### src/core/tcif_pkg.sv
// Shared constants and types for the time-critical interrupt flow block.
package tcif_pkg;
    // Number of maskable interrupt lines, split into a low group of 16 and a high group of 8.
    localparam int NUM_INT = 24;
    localparam int HALF_INT = 16;
    localparam int HIGH_INT = NUM_INT - HALF_INT;
    localparam int VEC_W = 5;
    // Reset values of the pending, enable and context bits.
    localparam logic [NUM_INT-1:0] FLAGS_RST = 24'h000000;
    localparam logic [NUM_INT-1:0] ENABLE_RST = 24'h000000;
    localparam logic GIDIS_RST = 1'h1;
    localparam logic DBGDIS_RST = 1'h1;
    localparam logic EPERMIT_RST = 1'h0;
    // Width of the status word saved on a branch; the mode bits are kept apart.
    localparam int CTX_W = 16;
    localparam logic [CTX_W-1:0] CTX_RST = 16'h0000;

    // Mode bits that the interrupt flow forces and restores.
    typedef struct packed {
        logic global_int_disable;
        logic debug_event_disable;
        logic emulation_reg_access_permit;
    } tcif_mode_t;

    // Context saved automatically on a branch to the service routine.
    typedef struct packed {
        tcif_mode_t mode;
        logic [CTX_W-1:0] status;
    } tcif_ctx_t;

    typedef enum logic [1:0] {
        TCIF_IDLE,
        TCIF_BRANCH,
        TCIF_SERVICE
    } tcif_state_t;
endpackage

### src/core/tcif_flow.sv
// Maskable interrupt flagging, qualification and branch control.
`timescale 1ns/1ps
module tcif_flow (
    input wire logic clk_in,
    input wire logic rst_in,
    input wire logic [tcif_pkg::NUM_INT-1:0] int_req_in,
    input wire logic rt_halted_in,
    input wire logic [tcif_pkg::HALF_INT-1:0] int_enable_low_in,
    input wire logic [tcif_pkg::HIGH_INT-1:0] int_enable_high_in,
    input wire logic [tcif_pkg::HALF_INT-1:0] debug_int_enable_low_in,
    input wire logic [tcif_pkg::HIGH_INT-1:0] debug_int_enable_high_in,
    input wire logic [tcif_pkg::NUM_INT-1:0] flag_clear_in,
    input wire logic [tcif_pkg::CTX_W-1:0] status_in,
    input wire logic mode_write_in,
    input wire tcif_pkg::tcif_mode_t mode_wdata_in,
    input wire logic branch_done_in,
    input wire logic return_in,
    output logic [tcif_pkg::HALF_INT-1:0] pending_flags_low_out,
    output logic [tcif_pkg::HIGH_INT-1:0] pending_flags_high_out,
    output tcif_pkg::tcif_mode_t mode_out,
    output logic ack_out,
    output logic [tcif_pkg::VEC_W-1:0] vector_out,
    output logic flush_young_out,
    output logic branching_out,
    output logic restore_out,
    output logic [tcif_pkg::CTX_W-1:0] restore_status_out
);
    // Short alias for the number of interrupt lines.
    localparam int N = tcif_pkg::NUM_INT;

    // Registered state and its next values.
    logic [N-1:0] flags_reg, flags_next;
    logic [N-1:0] req_d_reg, req_d_next;
    tcif_pkg::tcif_mode_t mode_reg, mode_next;
    tcif_pkg::tcif_ctx_t ctx_reg, ctx_next;
    tcif_pkg::tcif_state_t state_reg, state_next;
    logic [tcif_pkg::VEC_W-1:0] vec_reg, vec_next;
    logic restore_reg, restore_next;
    logic [tcif_pkg::CTX_W-1:0] rstat_reg, rstat_next;
    logic [N-1:0] enable_all, debug_all, qualified, ack_mask;
    logic [N-1:0] req_rise;
    logic pick_any;
    logic [tcif_pkg::VEC_W-1:0] pick_idx;
    logic take;

    // Mode forced on entry to a service routine.
    function automatic tcif_pkg::tcif_mode_t fresh_mode();
        fresh_mode.global_int_disable = 1'b1;
        fresh_mode.debug_event_disable = 1'b1;
        fresh_mode.emulation_reg_access_permit = 1'b0;
    endfunction

    // Enables joined into one vector; the bit index is the vector number.
    assign enable_all = {int_enable_high_in, int_enable_low_in};
    assign debug_all = {debug_int_enable_high_in, debug_int_enable_low_in};
    // A request is valid on its rising edge, one flag setting per event.
    assign req_rise = int_req_in & ~req_d_reg;

    always_comb
    begin
        if (rt_halted_in)
        begin
            qualified = flags_reg & enable_all & debug_all;
        end
        else
        begin
            qualified = flags_reg & enable_all &
                {N{~mode_reg.global_int_disable}};
        end
    end

    // Lowest index wins among the qualified flags.
    tcif_prio #(
        .N(N),
        .W(tcif_pkg::VEC_W)
    ) u_prio (
        .req_in(qualified),
        .any_out(pick_any),
        .idx_out(pick_idx)
    );

    // Only an idle flow takes a new interrupt; a busy one leaves flags set.
    // unqualified requests ignored
    assign take = (state_reg == tcif_pkg::TCIF_IDLE) && pick_any;

    // Only the acknowledged bit is cleared by the branch.
    assign ack_mask = take ? (N'(1) << pick_idx) : '0;

    // Next values of flags, mode, context and the branch sequence.
    always_comb
    begin
        req_d_next = int_req_in;
        flags_next = (flags_reg & ~flag_clear_in & ~ack_mask) | req_rise;
        mode_next = mode_reg;
        ctx_next = ctx_reg;
        state_next = state_reg;
        vec_next = vec_reg;
        restore_next = 1'b0;
        rstat_next = rstat_reg;
        if (mode_write_in)
        begin
            mode_next = mode_wdata_in;
        end
        unique case (state_reg)
            tcif_pkg::TCIF_IDLE:
            begin
                if (take)
                begin
                    vec_next = pick_idx;
                    ctx_next.mode = mode_reg;
                    ctx_next.status = status_in;
                    // The forced mode beats a software write this cycle.
                    // fresh context
                    mode_next = fresh_mode();
                    state_next = tcif_pkg::TCIF_BRANCH;
                end
            end
            tcif_pkg::TCIF_BRANCH:
            begin
                if (branch_done_in)
                begin
                    state_next = tcif_pkg::TCIF_SERVICE;
                end
            end
            tcif_pkg::TCIF_SERVICE:
            begin
                if (return_in)
                begin
                    // The restored context beats a software write.
                    // context restore
                    mode_next = ctx_reg.mode;
                    rstat_next = ctx_reg.status;
                    restore_next = 1'b1;
                    state_next = tcif_pkg::TCIF_IDLE;
                end
            end
        endcase
    end


    // Registers only; every next value comes from the process above.
    always_ff @(posedge clk_in or posedge rst_in)
    begin
        if (rst_in)
        begin
            flags_reg <= tcif_pkg::FLAGS_RST;
            req_d_reg <= tcif_pkg::FLAGS_RST;
            mode_reg.global_int_disable <= tcif_pkg::GIDIS_RST;
            mode_reg.debug_event_disable <= tcif_pkg::DBGDIS_RST;
            mode_reg.emulation_reg_access_permit <= tcif_pkg::EPERMIT_RST;
            ctx_reg.mode.global_int_disable <= tcif_pkg::GIDIS_RST;
            ctx_reg.mode.debug_event_disable <= tcif_pkg::DBGDIS_RST;
            ctx_reg.mode.emulation_reg_access_permit <= tcif_pkg::EPERMIT_RST;
            ctx_reg.status <= tcif_pkg::CTX_RST;
            state_reg <= tcif_pkg::TCIF_IDLE;
            vec_reg <= '0;
            restore_reg <= 1'b0;
            rstat_reg <= tcif_pkg::CTX_RST;
        end
        else
        begin
            flags_reg <= flags_next;
            req_d_reg <= req_d_next;
            mode_reg <= mode_next;
            ctx_reg <= ctx_next;
            state_reg <= state_next;
            vec_reg <= vec_next;
            restore_reg <= restore_next;
            rstat_reg <= rstat_next;
        end
    end


    // Outputs come from registers, except the ack and flush pulses.
    assign pending_flags_low_out = flags_reg[tcif_pkg::HALF_INT-1:0];
    assign pending_flags_high_out = flags_reg[N-1:tcif_pkg::HALF_INT];
    assign mode_out = mode_reg;
    assign ack_out = take;
    assign vector_out = vec_reg;
    assign flush_young_out = take;
    assign branching_out = (state_reg == tcif_pkg::TCIF_BRANCH);
    assign restore_out = restore_reg;
    assign restore_status_out = rstat_reg;
endmodule // tcif_flow

### src/core/tcif_prio.sv
// Lowest-index-first priority picker for qualified interrupt requests.
`timescale 1ns/1ps
module tcif_prio #(
    parameter int N = 24,
    parameter int W = 5
) (
    input wire logic [N-1:0] req_in,
    output logic any_out,
    output logic [W-1:0] idx_out
);
    always_comb
    begin
        any_out = 1'b0;
        idx_out = '0;
        for (int i = N - 1; i >= 0; i--)
        begin
            if (req_in[i])
            begin
                any_out = 1'b1;
                idx_out = W'(i);
            end
        end
    end
endmodule // tcif_prio

### config.mk
export PLATFORM = sky130hd
export DESIGN_NAME = tcif_flow
export DESIGN_NICKNAME = d
export VERILOG_FILES = /design/src/core/tcif_pkg.sv /design/src/core/tcif_flow.sv /design/src/core/tcif_prio.sv
export SDC_FILE = /design/constraint.sdc
export NUM_CORES = 1
export LEC_CHECK = 0
export BUFFER_PORTS_ARGS = -buffer_cell sky130_fd_sc_hd__buf_2
export CELL_PAD_IN_SITES_DETAIL_PLACEMENT = 0
export CELL_PAD_IN_SITES_GLOBAL_PLACEMENT = 2
export CORE_MARGIN = 2
export CORE_UTILIZATION = 32
export CTS_BUF_LIST = sky130_fd_sc_hd__clkbuf_4 sky130_fd_sc_hd__clkbuf_8
export DETAILED_ROUTE_END_ITERATION = 8
export PLACE_DENSITY = 0.86
export SLEW_MARGIN = 15
export SYNTH_ARGS = -nofsm -noshare
export SYNTH_HDL_FRONTEND = slang
export SYNTH_SLANG_ARGS = --single-unit
### constraint.sdc
create_clock -name clk_in -period 7.1 [get_ports clk_in]
set_input_delay 1.065 -clock clk_in [delete_from_list [all_inputs] [get_ports clk_in]]
set_output_delay 1.065 -clock clk_in [all_outputs]
set_load 0.02 [all_outputs]
Word-level counts from Yosys, hierarchy flattened
Cells that the tools add are included.

word-level totals
  bits in read-only memories = 0
  input bits = 121
  output and inout bits = 52
  bits in registers = 94
  RAM bits = 0
  latch bits = 0
  logic and storage cells = 95
  memories kept = 0

operators by class
  bitwise logic cells = 11
  $add $sub $neg = 0
  reduce and logical (&&, ||, !) cells = 5
  muxes and demuxes = 60
  shift operators = 1
  multipliers = 0
  equal/unequal tests = 5
  divide/modulo/power cells = 0
  $lt $le $gt $ge = 0

operator list
  operator                                                                count
  24-bit bitwise AND                                                      6
  5-bit two-way mux                                                       24
  24-bit NOT                                                              3
  24-bit two-way mux                                                      2
  1-bit two-way mux                                                       26
  24-bit OR                                                               1
  1-bit by 5-bit left shift with 24-bit output (first input constant)     1
  3-bit two-way mux                                                       3
  2-bit two-way mux                                                       3
  2-bit inequality test (second input constant)                           3
  2-bit one-hot mux with 3 select lines                                   1
  3-bit one-hot mux with 2 select lines                                   1
  2-bit AND reduction                                                     2
  3-bit AND reduction                                                     1
  2-bit by 1-bit equality test with 1-bit output (second input constant)  1
  2-bit equality test (second input constant)                             1
  2-bit logical NOT                                                       1
  1-bit logical AND                                                       1
  1-bit NOT                                                               1

Longest topological paths before layout
Gate-level depths: netlist of the first run.

  depth after elaboration = 32
  depth in mapped cells = 11
  gate-level depth less buffers = 8

Cells and area by module
From an unflattened synthesis of the first run, not the netlist that was laid out.

unflattened totals
  cell total of the unflattened synthesis = 442
  area, all modules = 4280.4 um^2

modules (own cells, without submodules)
  module     area an instance (um^2)  sequential area each (um^2)  cells each  instances
  tcif_flow  3988.8                   2357.3                       395         1
  tcif_prio  291.5                    0.0                          47          1

Least setup slack after synthesis of the first run
Ideal clock, no wire load.

  kind = input-to-output
  start point = in rt_halted_in
  end point = out flush_young_out
  buffers on the path = 4
  arrival = 2920 ps
  setup slack = 3115 ps
  stages on the path = 10
  required time = 6035 ps
  cell sequence = buf_6 -> buf_6 -> and2_1 -> o211a_1 -> nor4_2 -> nand4_1 -> o21ai_2 -> inv_2 -> buf_2 -> buf_4

on the way
  longest elaborated chain between the ends = 26

RTL lines
  item                              line             source
  start: declaration                tcif_flow.sv:7   input wire logic rt_halted_in,
  24-bit two-way mux (*)            tcif_flow.sv:61  if (rt_halted_in)
  1-bit two-way mux (23 in series)  tcif_prio.sv:17  if (req_in[i])
  1-bit two-way mux (*)             tcif_prio.sv:17
  1-bit logical AND (*)             tcif_flow.sv:84  assign take = (state_reg == tcif_pkg::TCIF_IDLE) && pick_any;
  end: declaration                  tcif_flow.sv:23  output logic flush_young_out,

Every way passes the cells marked *; elsewhere a longest branch is shown, timed or not.

Worst setup path in the final report of the first run
Same ends and word-level chain as after synthesis.

==> results of run 1 <==
[worst paths after layout]
check                                          to  cells after the start  slack (ps)
setup / recovery                  flush_young_out                      9        2250
hold / removal                       flags_reg[5]                      1         410
setup reg to reg                     flags_reg[1]                      8        3980
hold reg to reg                      flags_reg[5]                      1         410
max in group asynchronous            flags_reg[4]                      3        5280
min in group asynchronous  restore_status_out[13]                      2         700
[per-stage QoR]
stage / total power, µW / utilization / worst slack (ps)
global route: 2030 / 0.413 / 1930
CTS: 1930 / 0.413 / 2220
floorplan: 1310 / - / 3120
detailed placement: 1570 / 0.399 / 2240
finish: 1900 / 0.413 / 2250
global placement: 1550 / 0.399 / 2310
[synth_stat cells, types with 5 or more instances]
library cell	number	share of area
and2_1	5	0.0069
clkbuf_1	5	0.0041
o311ai_1	9	0.017
inv_1	52	0.043
mux2_2	17	0.042
nor2_1	13	0.011
nor2b_1	11	0.015
a21oi_2	10	0.019
a21oi_1	21	0.023
o21ai_1	9	0.0099
o21ai_0	6	0.0066
nand2b_1	5	0.0069
o32ai_1	11	0.021
dfrtp_1	90	0.50
nand2_1	112	0.093
[layer usage]
layer	vias up	wire (µm)
met5	-	0
met4	0	235
met2	154	6150
met3	13	1190
met1	1832	5580
li1	1887	-
[cell type report]
| type | instances | area, µm² |
|---|---|---|
| Tap cell | 180 | 225 |
| Clock inverter | 7 | 65.1 |
| Fill cell | 1444 | 8150 |
| Inverter | 54 | 205 |
| Clock buffer | 9 | 124 |
| Timing Repair Buffer | 174 | 876 |
| Multi-Input combinational cell | 293 | 1880 |
| Sequential cell | 94 | 2360 |
[critical path, stage by stage]
cell and delay, ps:
buf_2 400, or2_4 420, a21oi_1 220, nor4_2 490, nand4_1 250, o21ai_2 190, buf_4 290, inv_2 230
buf_2 220
[logic make-up (layout without fill, tap and decap cells)]
logic type | count (synthesis) | count (layout) | synth area share
fa+ha+maj | 3 | 3 | 0.00827
compound gates | 97 | 97 | 0.173
buf+inv | 68 | 244 | 0.0656
flops | 94 | 94 | 0.520
mux | 22 | 22 | 0.0535
simple gates | 171 | 171 | 0.180
[power by group through the flow]
| stage | logic (µW) | clock network [µW] | registers [µW] |
|---|---|---|---|
| after global placement | 772 | 0 | 780 |
| after CTS | 786 | 366 | 776 |
| after detailed placement | 783 | 0 | 785 |
| final | 773 | 350 | 774 |
| after global routing | 850 | 388 | 794 |
| after floorplan | 447 | 0 | 864 |
==> run_results.csv, run 1 <==
group,metric,value,unit
global_routing,grtUsageMet2,0.282,
cells_and_area,final_cell_mix,"buf_2 (172), nand2_1 (112), dfrtp_1 (90), inv_1 (51), a21oi_1 (21)",
cells_and_area,nNetsFinal,750,
synth,synth_area,4540,µm²
worst_setup_path,crit_start,"rt_halted_in",
cells_and_area,final_cells,811,
place,place_hpwl,10100,µm
cells_and_area,layout-drive-gt1-share,0.385,
clock_tree,post_cts_buffers,0,
place,placed_cell_area,5550,µm²
synth,ys_async_sr_fraction,1.00,
place,dp.cells,795,
global_routing,grt_pass1_wl,20200,µm
job,drv_cap,0,
clock_tree,cts_sinks,94,
clock_tree,tritoncts,"built",
drt,firstDrtPassIters,4,
clock_tree,cts_buffers,9,
outcome,status,"finished, final reports clean",
timing,timing.hold.ws,409,ps
timing,setup_viol,0,
min_path,worst_hold_startpoint,"req_d_reg[5]",
clock_tree,cts_max_path_buffers,2,
synth,yosysSeqAreaShare,0.520,
min_path,hold_path_class,"reg2reg",
synth,ys_types,59,
power_and_ir_drop,seq_power_share,0.408,
drt,vias_per_cell,4.79,
power_and_ir_drop,p_int,1110,µW
drt,ant_nets,0,
place,place_congestion,0.781,
timing,final_max_slew_viol_count,0,
worst_setup_path,worst_setup_path_start_kind,"primary input",
synth,synth.avg_cell_area,9.97,µm²
global_routing,track_usage,0.176,
global_routing,antenna_found_initial,0,
worst_setup_path,path_max_fanout,29,
timing,period_needed,4850,ps
global_routing,grt_busiest_layer,"met2",
cells_and_area,final_common_cell,"buf_2",
synth,ys_ff_latch,94,
power_and_ir_drop,combPwrFrac,0.407,
worst_setup_path,crit_type,"in2out",
cells_and_area,antennaDiodeCount,0,
floorplan,die_x,123,µm
timing,rsz0062_at_grt,"false",
drt,routed_wirelength,13100,µm
worst_setup_path,r2r-start,"mode_out[2]",
floorplan,die-area,15100,µm²
global_routing,grt_max_degree,55,
power_and_ir_drop,worst_ir_drop_vdd,0.184,mV
timing,post-route-period-util,0.683,
clock_tree,clockRootBuffer,"clkbuf_8",
worst_setup_path,crit_arrival,3790,ps
cells_and_area,area_growth,26.4,%
floorplan,fp.dieH,123,µm
worst_setup_path,cp-end-kind,"output port",
timing,skew,7.65,ps
clock_tree,worstSkewPairLatency,380,ps
timing,fmax,206,MHz
clock_tree,cts_hold_buf,0,
floorplan,start_util,0.327,
synth,syn_inst,455,
synth,synthFlopType,"dfrtp_1",
clock_tree,path_clk_slew,90,ps
clock_tree,htree_num_levels,3,
power_and_ir_drop,power_switching,788,µW
drt,drc,0,
power_and_ir_drop,p_leak,0.00295,µW
global_routing,grt_use_met1,0.223,
power_and_ir_drop,pwr-share-clk,0.185,
global_routing,grt_pass1_vias,3862,
timing,tns,0,ps
power_and_ir_drop,sw_frac_of_total,0.415,
drt,wl_per_cell,16.2,µm
floorplan,pin_count,173,
global_routing,grt_util_met3,0.0632,
clock_tree,cts-resized-gates,0,
floorplan,core_area,13900,µm²
synth,syn_nets,579,
timing,hold_viol_final,0,
drt,via_count,3886,
timing,relSlewSlack,0.336,
synth,ys_warn_count,0,
cells_and_area,postLayoutCellArea,5730,µm²
global_routing,grt-ovfl-total,0,
timing,worstMarginPinSlew,996,ps
drt,drt_iter0_drc,193,
place,numPortBuffers,172,
synth,synth_edf_count,0,
worst_setup_path,required,6030,ps
power_and_ir_drop,p_per_area,331,nW/µm²
floorplan,rows,43,
(Power assumes the default switching activity.)
==> run 2: changes to the inputs <==
--- a/config.mk
+++ b/config.mk
@@ -9,10 +9,10 @@
 export CELL_PAD_IN_SITES_DETAIL_PLACEMENT = 0
 export CELL_PAD_IN_SITES_GLOBAL_PLACEMENT = 2
 export CORE_MARGIN = 2
-export CORE_UTILIZATION = 32
+export CORE_UTILIZATION = 30
 export CTS_BUF_LIST = sky130_fd_sc_hd__clkbuf_4 sky130_fd_sc_hd__clkbuf_8
 export DETAILED_ROUTE_END_ITERATION = 8
-export PLACE_DENSITY = 0.86
+export PLACE_DENSITY = 0.81
 export SLEW_MARGIN = 15
 export SYNTH_ARGS = -nofsm -noshare
 export SYNTH_HDL_FRONTEND = slang
==> constraint.sdc (replaced) <==
create_clock -name clk_in -period 5.05 [get_ports clk_in]
set_input_delay 0.7575 -clock clk_in [delete_from_list [all_inputs] [get_ports clk_in]]
set_output_delay 0.7575 -clock clk_in [all_outputs]
set_load 0.02 [all_outputs]
==> run_results.csv, run 2 (synthesized netlist as in run 1, its figures left out) <==
group,metric,value,unit
outcome,status,"finished, final reports clean",
place,numPortBuffers,172,
cells_and_area,regArea,2360,µm²
worst_setup_path,crit_start,"rt_halted_in",
worst_setup_path,cp_num_buf_inv,4,
cells_and_area,final_cell_mix,"buf_2 (172), nand2_1 (112), dfrtp_1 (90), inv_1 (51), a21oi_1 (21)",
worst_setup_path,reg2reg_slack,1910,ps
clock_tree,worstSkewPairLatency,380,ps
floorplan,die_x,127,µm
worst_setup_path,path_max_fanout,29,
clock_tree,post_cts_buffers,0,
global_routing,grt_max_degree,64,
clock_tree,tritoncts,"built",
timing,fmax,237,MHz
global_routing,grt_util_met3,0.0590,
job,drv_cap,0,
clock_tree,cts_buffers,9,
place,placed_cell_area,5550,µm²
clock_tree,clockRootBuffer,"clkbuf_8",
timing,tns,0,ps
clock_tree,cts_max_path_buffers,2,
worst_setup_path,critPathTopFamily,"simple AND/OR/NAND/NOR gates",
cells_and_area,postLayoutCellArea,5740,µm²
global_routing,grtUsageMet2,0.279,
cells_and_area,multiInputGateArea,1880,µm²
timing,worstMarginPinSlew,947,ps
worst_setup_path,cp-end-kind,"output port",
global_routing,antenna_found_initial,1,
power_and_ir_drop,p_per_area,463,nW/µm²
drt,routed_wirelength,13300,µm
floorplan,fp.dieH,127,µm
timing,layout_setup_ws,839,ps
power_and_ir_drop,worst_ir_drop_vdd,0.227,mV
global_routing,track_usage,0.169,
drt,firstDrtPassIters,4,
min_path,hold_path_class,"reg2reg",
floorplan,die-area,16100,µm²
place,place_hpwl,10400,µm
drt,wl_per_cell,16.3,µm
global_routing,grt_use_met1,0.214,
clock_tree,cts-resized-gates,0,
drt,drt_iter0_drc,125,
power_and_ir_drop,power.total,2660,µW
cells_and_area,area_growth,26.6,%
place,place_congestion,0.897,
cells_and_area,final_cells,817,
worst_setup_path,crit_arrival,3450,ps
cells_and_area,final_common_cell,"buf_2",
clock_tree,cts_hold_buf,0,
timing,post-route-period-util,0.834,
timing,setup_viol,0,
worst_setup_path,cp_common_cell,"buf_2",
timing,rsz0062_at_grt,"false",
worst_setup_path,r2r-start,"mode_out[2]",
cells_and_area,fillers,1538,
worst_setup_path,slowest_stage,"nor4_2",
cells_and_area,nNetsFinal,750,
worst_setup_path,required,4290,ps
timing,relSlewSlack,0.369,
place,dp.cells,799,
global_routing,grt_pass1_vias,3986,
place,post-place-ws,808,ps
timing,period_needed,4210,ps
floorplan,rows,44,
drt,via_count,3847,
global_routing,grt_pass1_wl,21000,µm
clock_tree,htree_num_levels,3,
floorplan,pin_count,173,
clock_tree,path_clk_slew,90,ps
worst_setup_path,worst_setup_path_start_kind,"primary input",
worst_setup_path,crit_type,"in2out",
cells_and_area,layout-drive-gt1-share,0.385,
power_and_ir_drop,p_leak,0.00295,µW
drt,vias_per_cell,4.71,
min_path,worst_hold_startpoint,"req_d_reg[3]",
drt,ant_nets,0,
timing,hold_viol_final,0,
drt,drc,0,
worst_setup_path,worstPathCellList,"buf_2 > or2_4 > a21oi_1 > nor4_2 > nand4_1 > o21ai_2 > buf_4 > inv_2 > buf_2",
timing,skew,11.0,ps
global_routing,grt_busiest_layer,"met2",
timing,final_max_slew_viol_count,0,
clock_tree,cts_sinks,94,
worst_setup_path,max_stage_delay,500,ps
floorplan,start_util,0.310,
floorplan,core_area,14600,µm²
global_routing,grt-ovfl-total,0,
run 2: cell types whose count changed in the layout (fill, tap and decap cells not counted), sizes merged:
cell      previous run  this run
clkbuf               9        10
clkinv               2         1
clkinvlp             0         1
diode                0         2
inv                 59        58
run 2: worst paths after layout:
check,to,cells past startpoint
worst max register to register,vector_out[0],8
min in group asynchronous,restore_status_out[7],2
max in group asynchronous,req_d_reg[14],3
worst max-delay path,ack_out,9
worst min register to register,flags_reg[3],1
worst min-delay path,flags_reg[3],1
run 2: stage by stage:
| stage | hold slack, ps | util |
|---|---|---|
| after floorplan | 392 | - |
| after global placement | 395 | 0.379 |
| after detailed placement | 402 | 0.379 |
| after CTS | 409 | 0.392 |
| after global routing | 429 | 0.392 |
| final | 411 | 0.392 |
run 2: layer usage:
metal,up-vias,routed length [µm]
met5,-,0
met4,0,144
met3,9,1200
met2,134,6270
met1,1809,5700
li1,1895,-
run 2: final cells by class:
type,instances,share of cell area
Multi-Input combinational cell,293,0.328
Clock inverter,6,0.00871
Tap cell,184,0.0401
Inverter,54,0.0357
Sequential cell,94,0.410
Timing Repair Buffer,174,0.153
Clock buffer,10,0.0240
Antenna cell,2,0.000871
run 2: power by group:
group	switching (µW)	total [µW]	leakage (µW)	internal, µW
clock network	292	492	0.0000956	200
logic	682	1080	0.00172	398
registers	119	1090	0.00114	969
run 2: worst reg2reg max path, delay by kind of cell, from the launching register on:
family | cells | cell delay [ps]
flops | 1 | 640
mux | 1 | 360
buf+inv | 2 | 520
simple gates | 3 | 1110
compound gates | 2 | 410
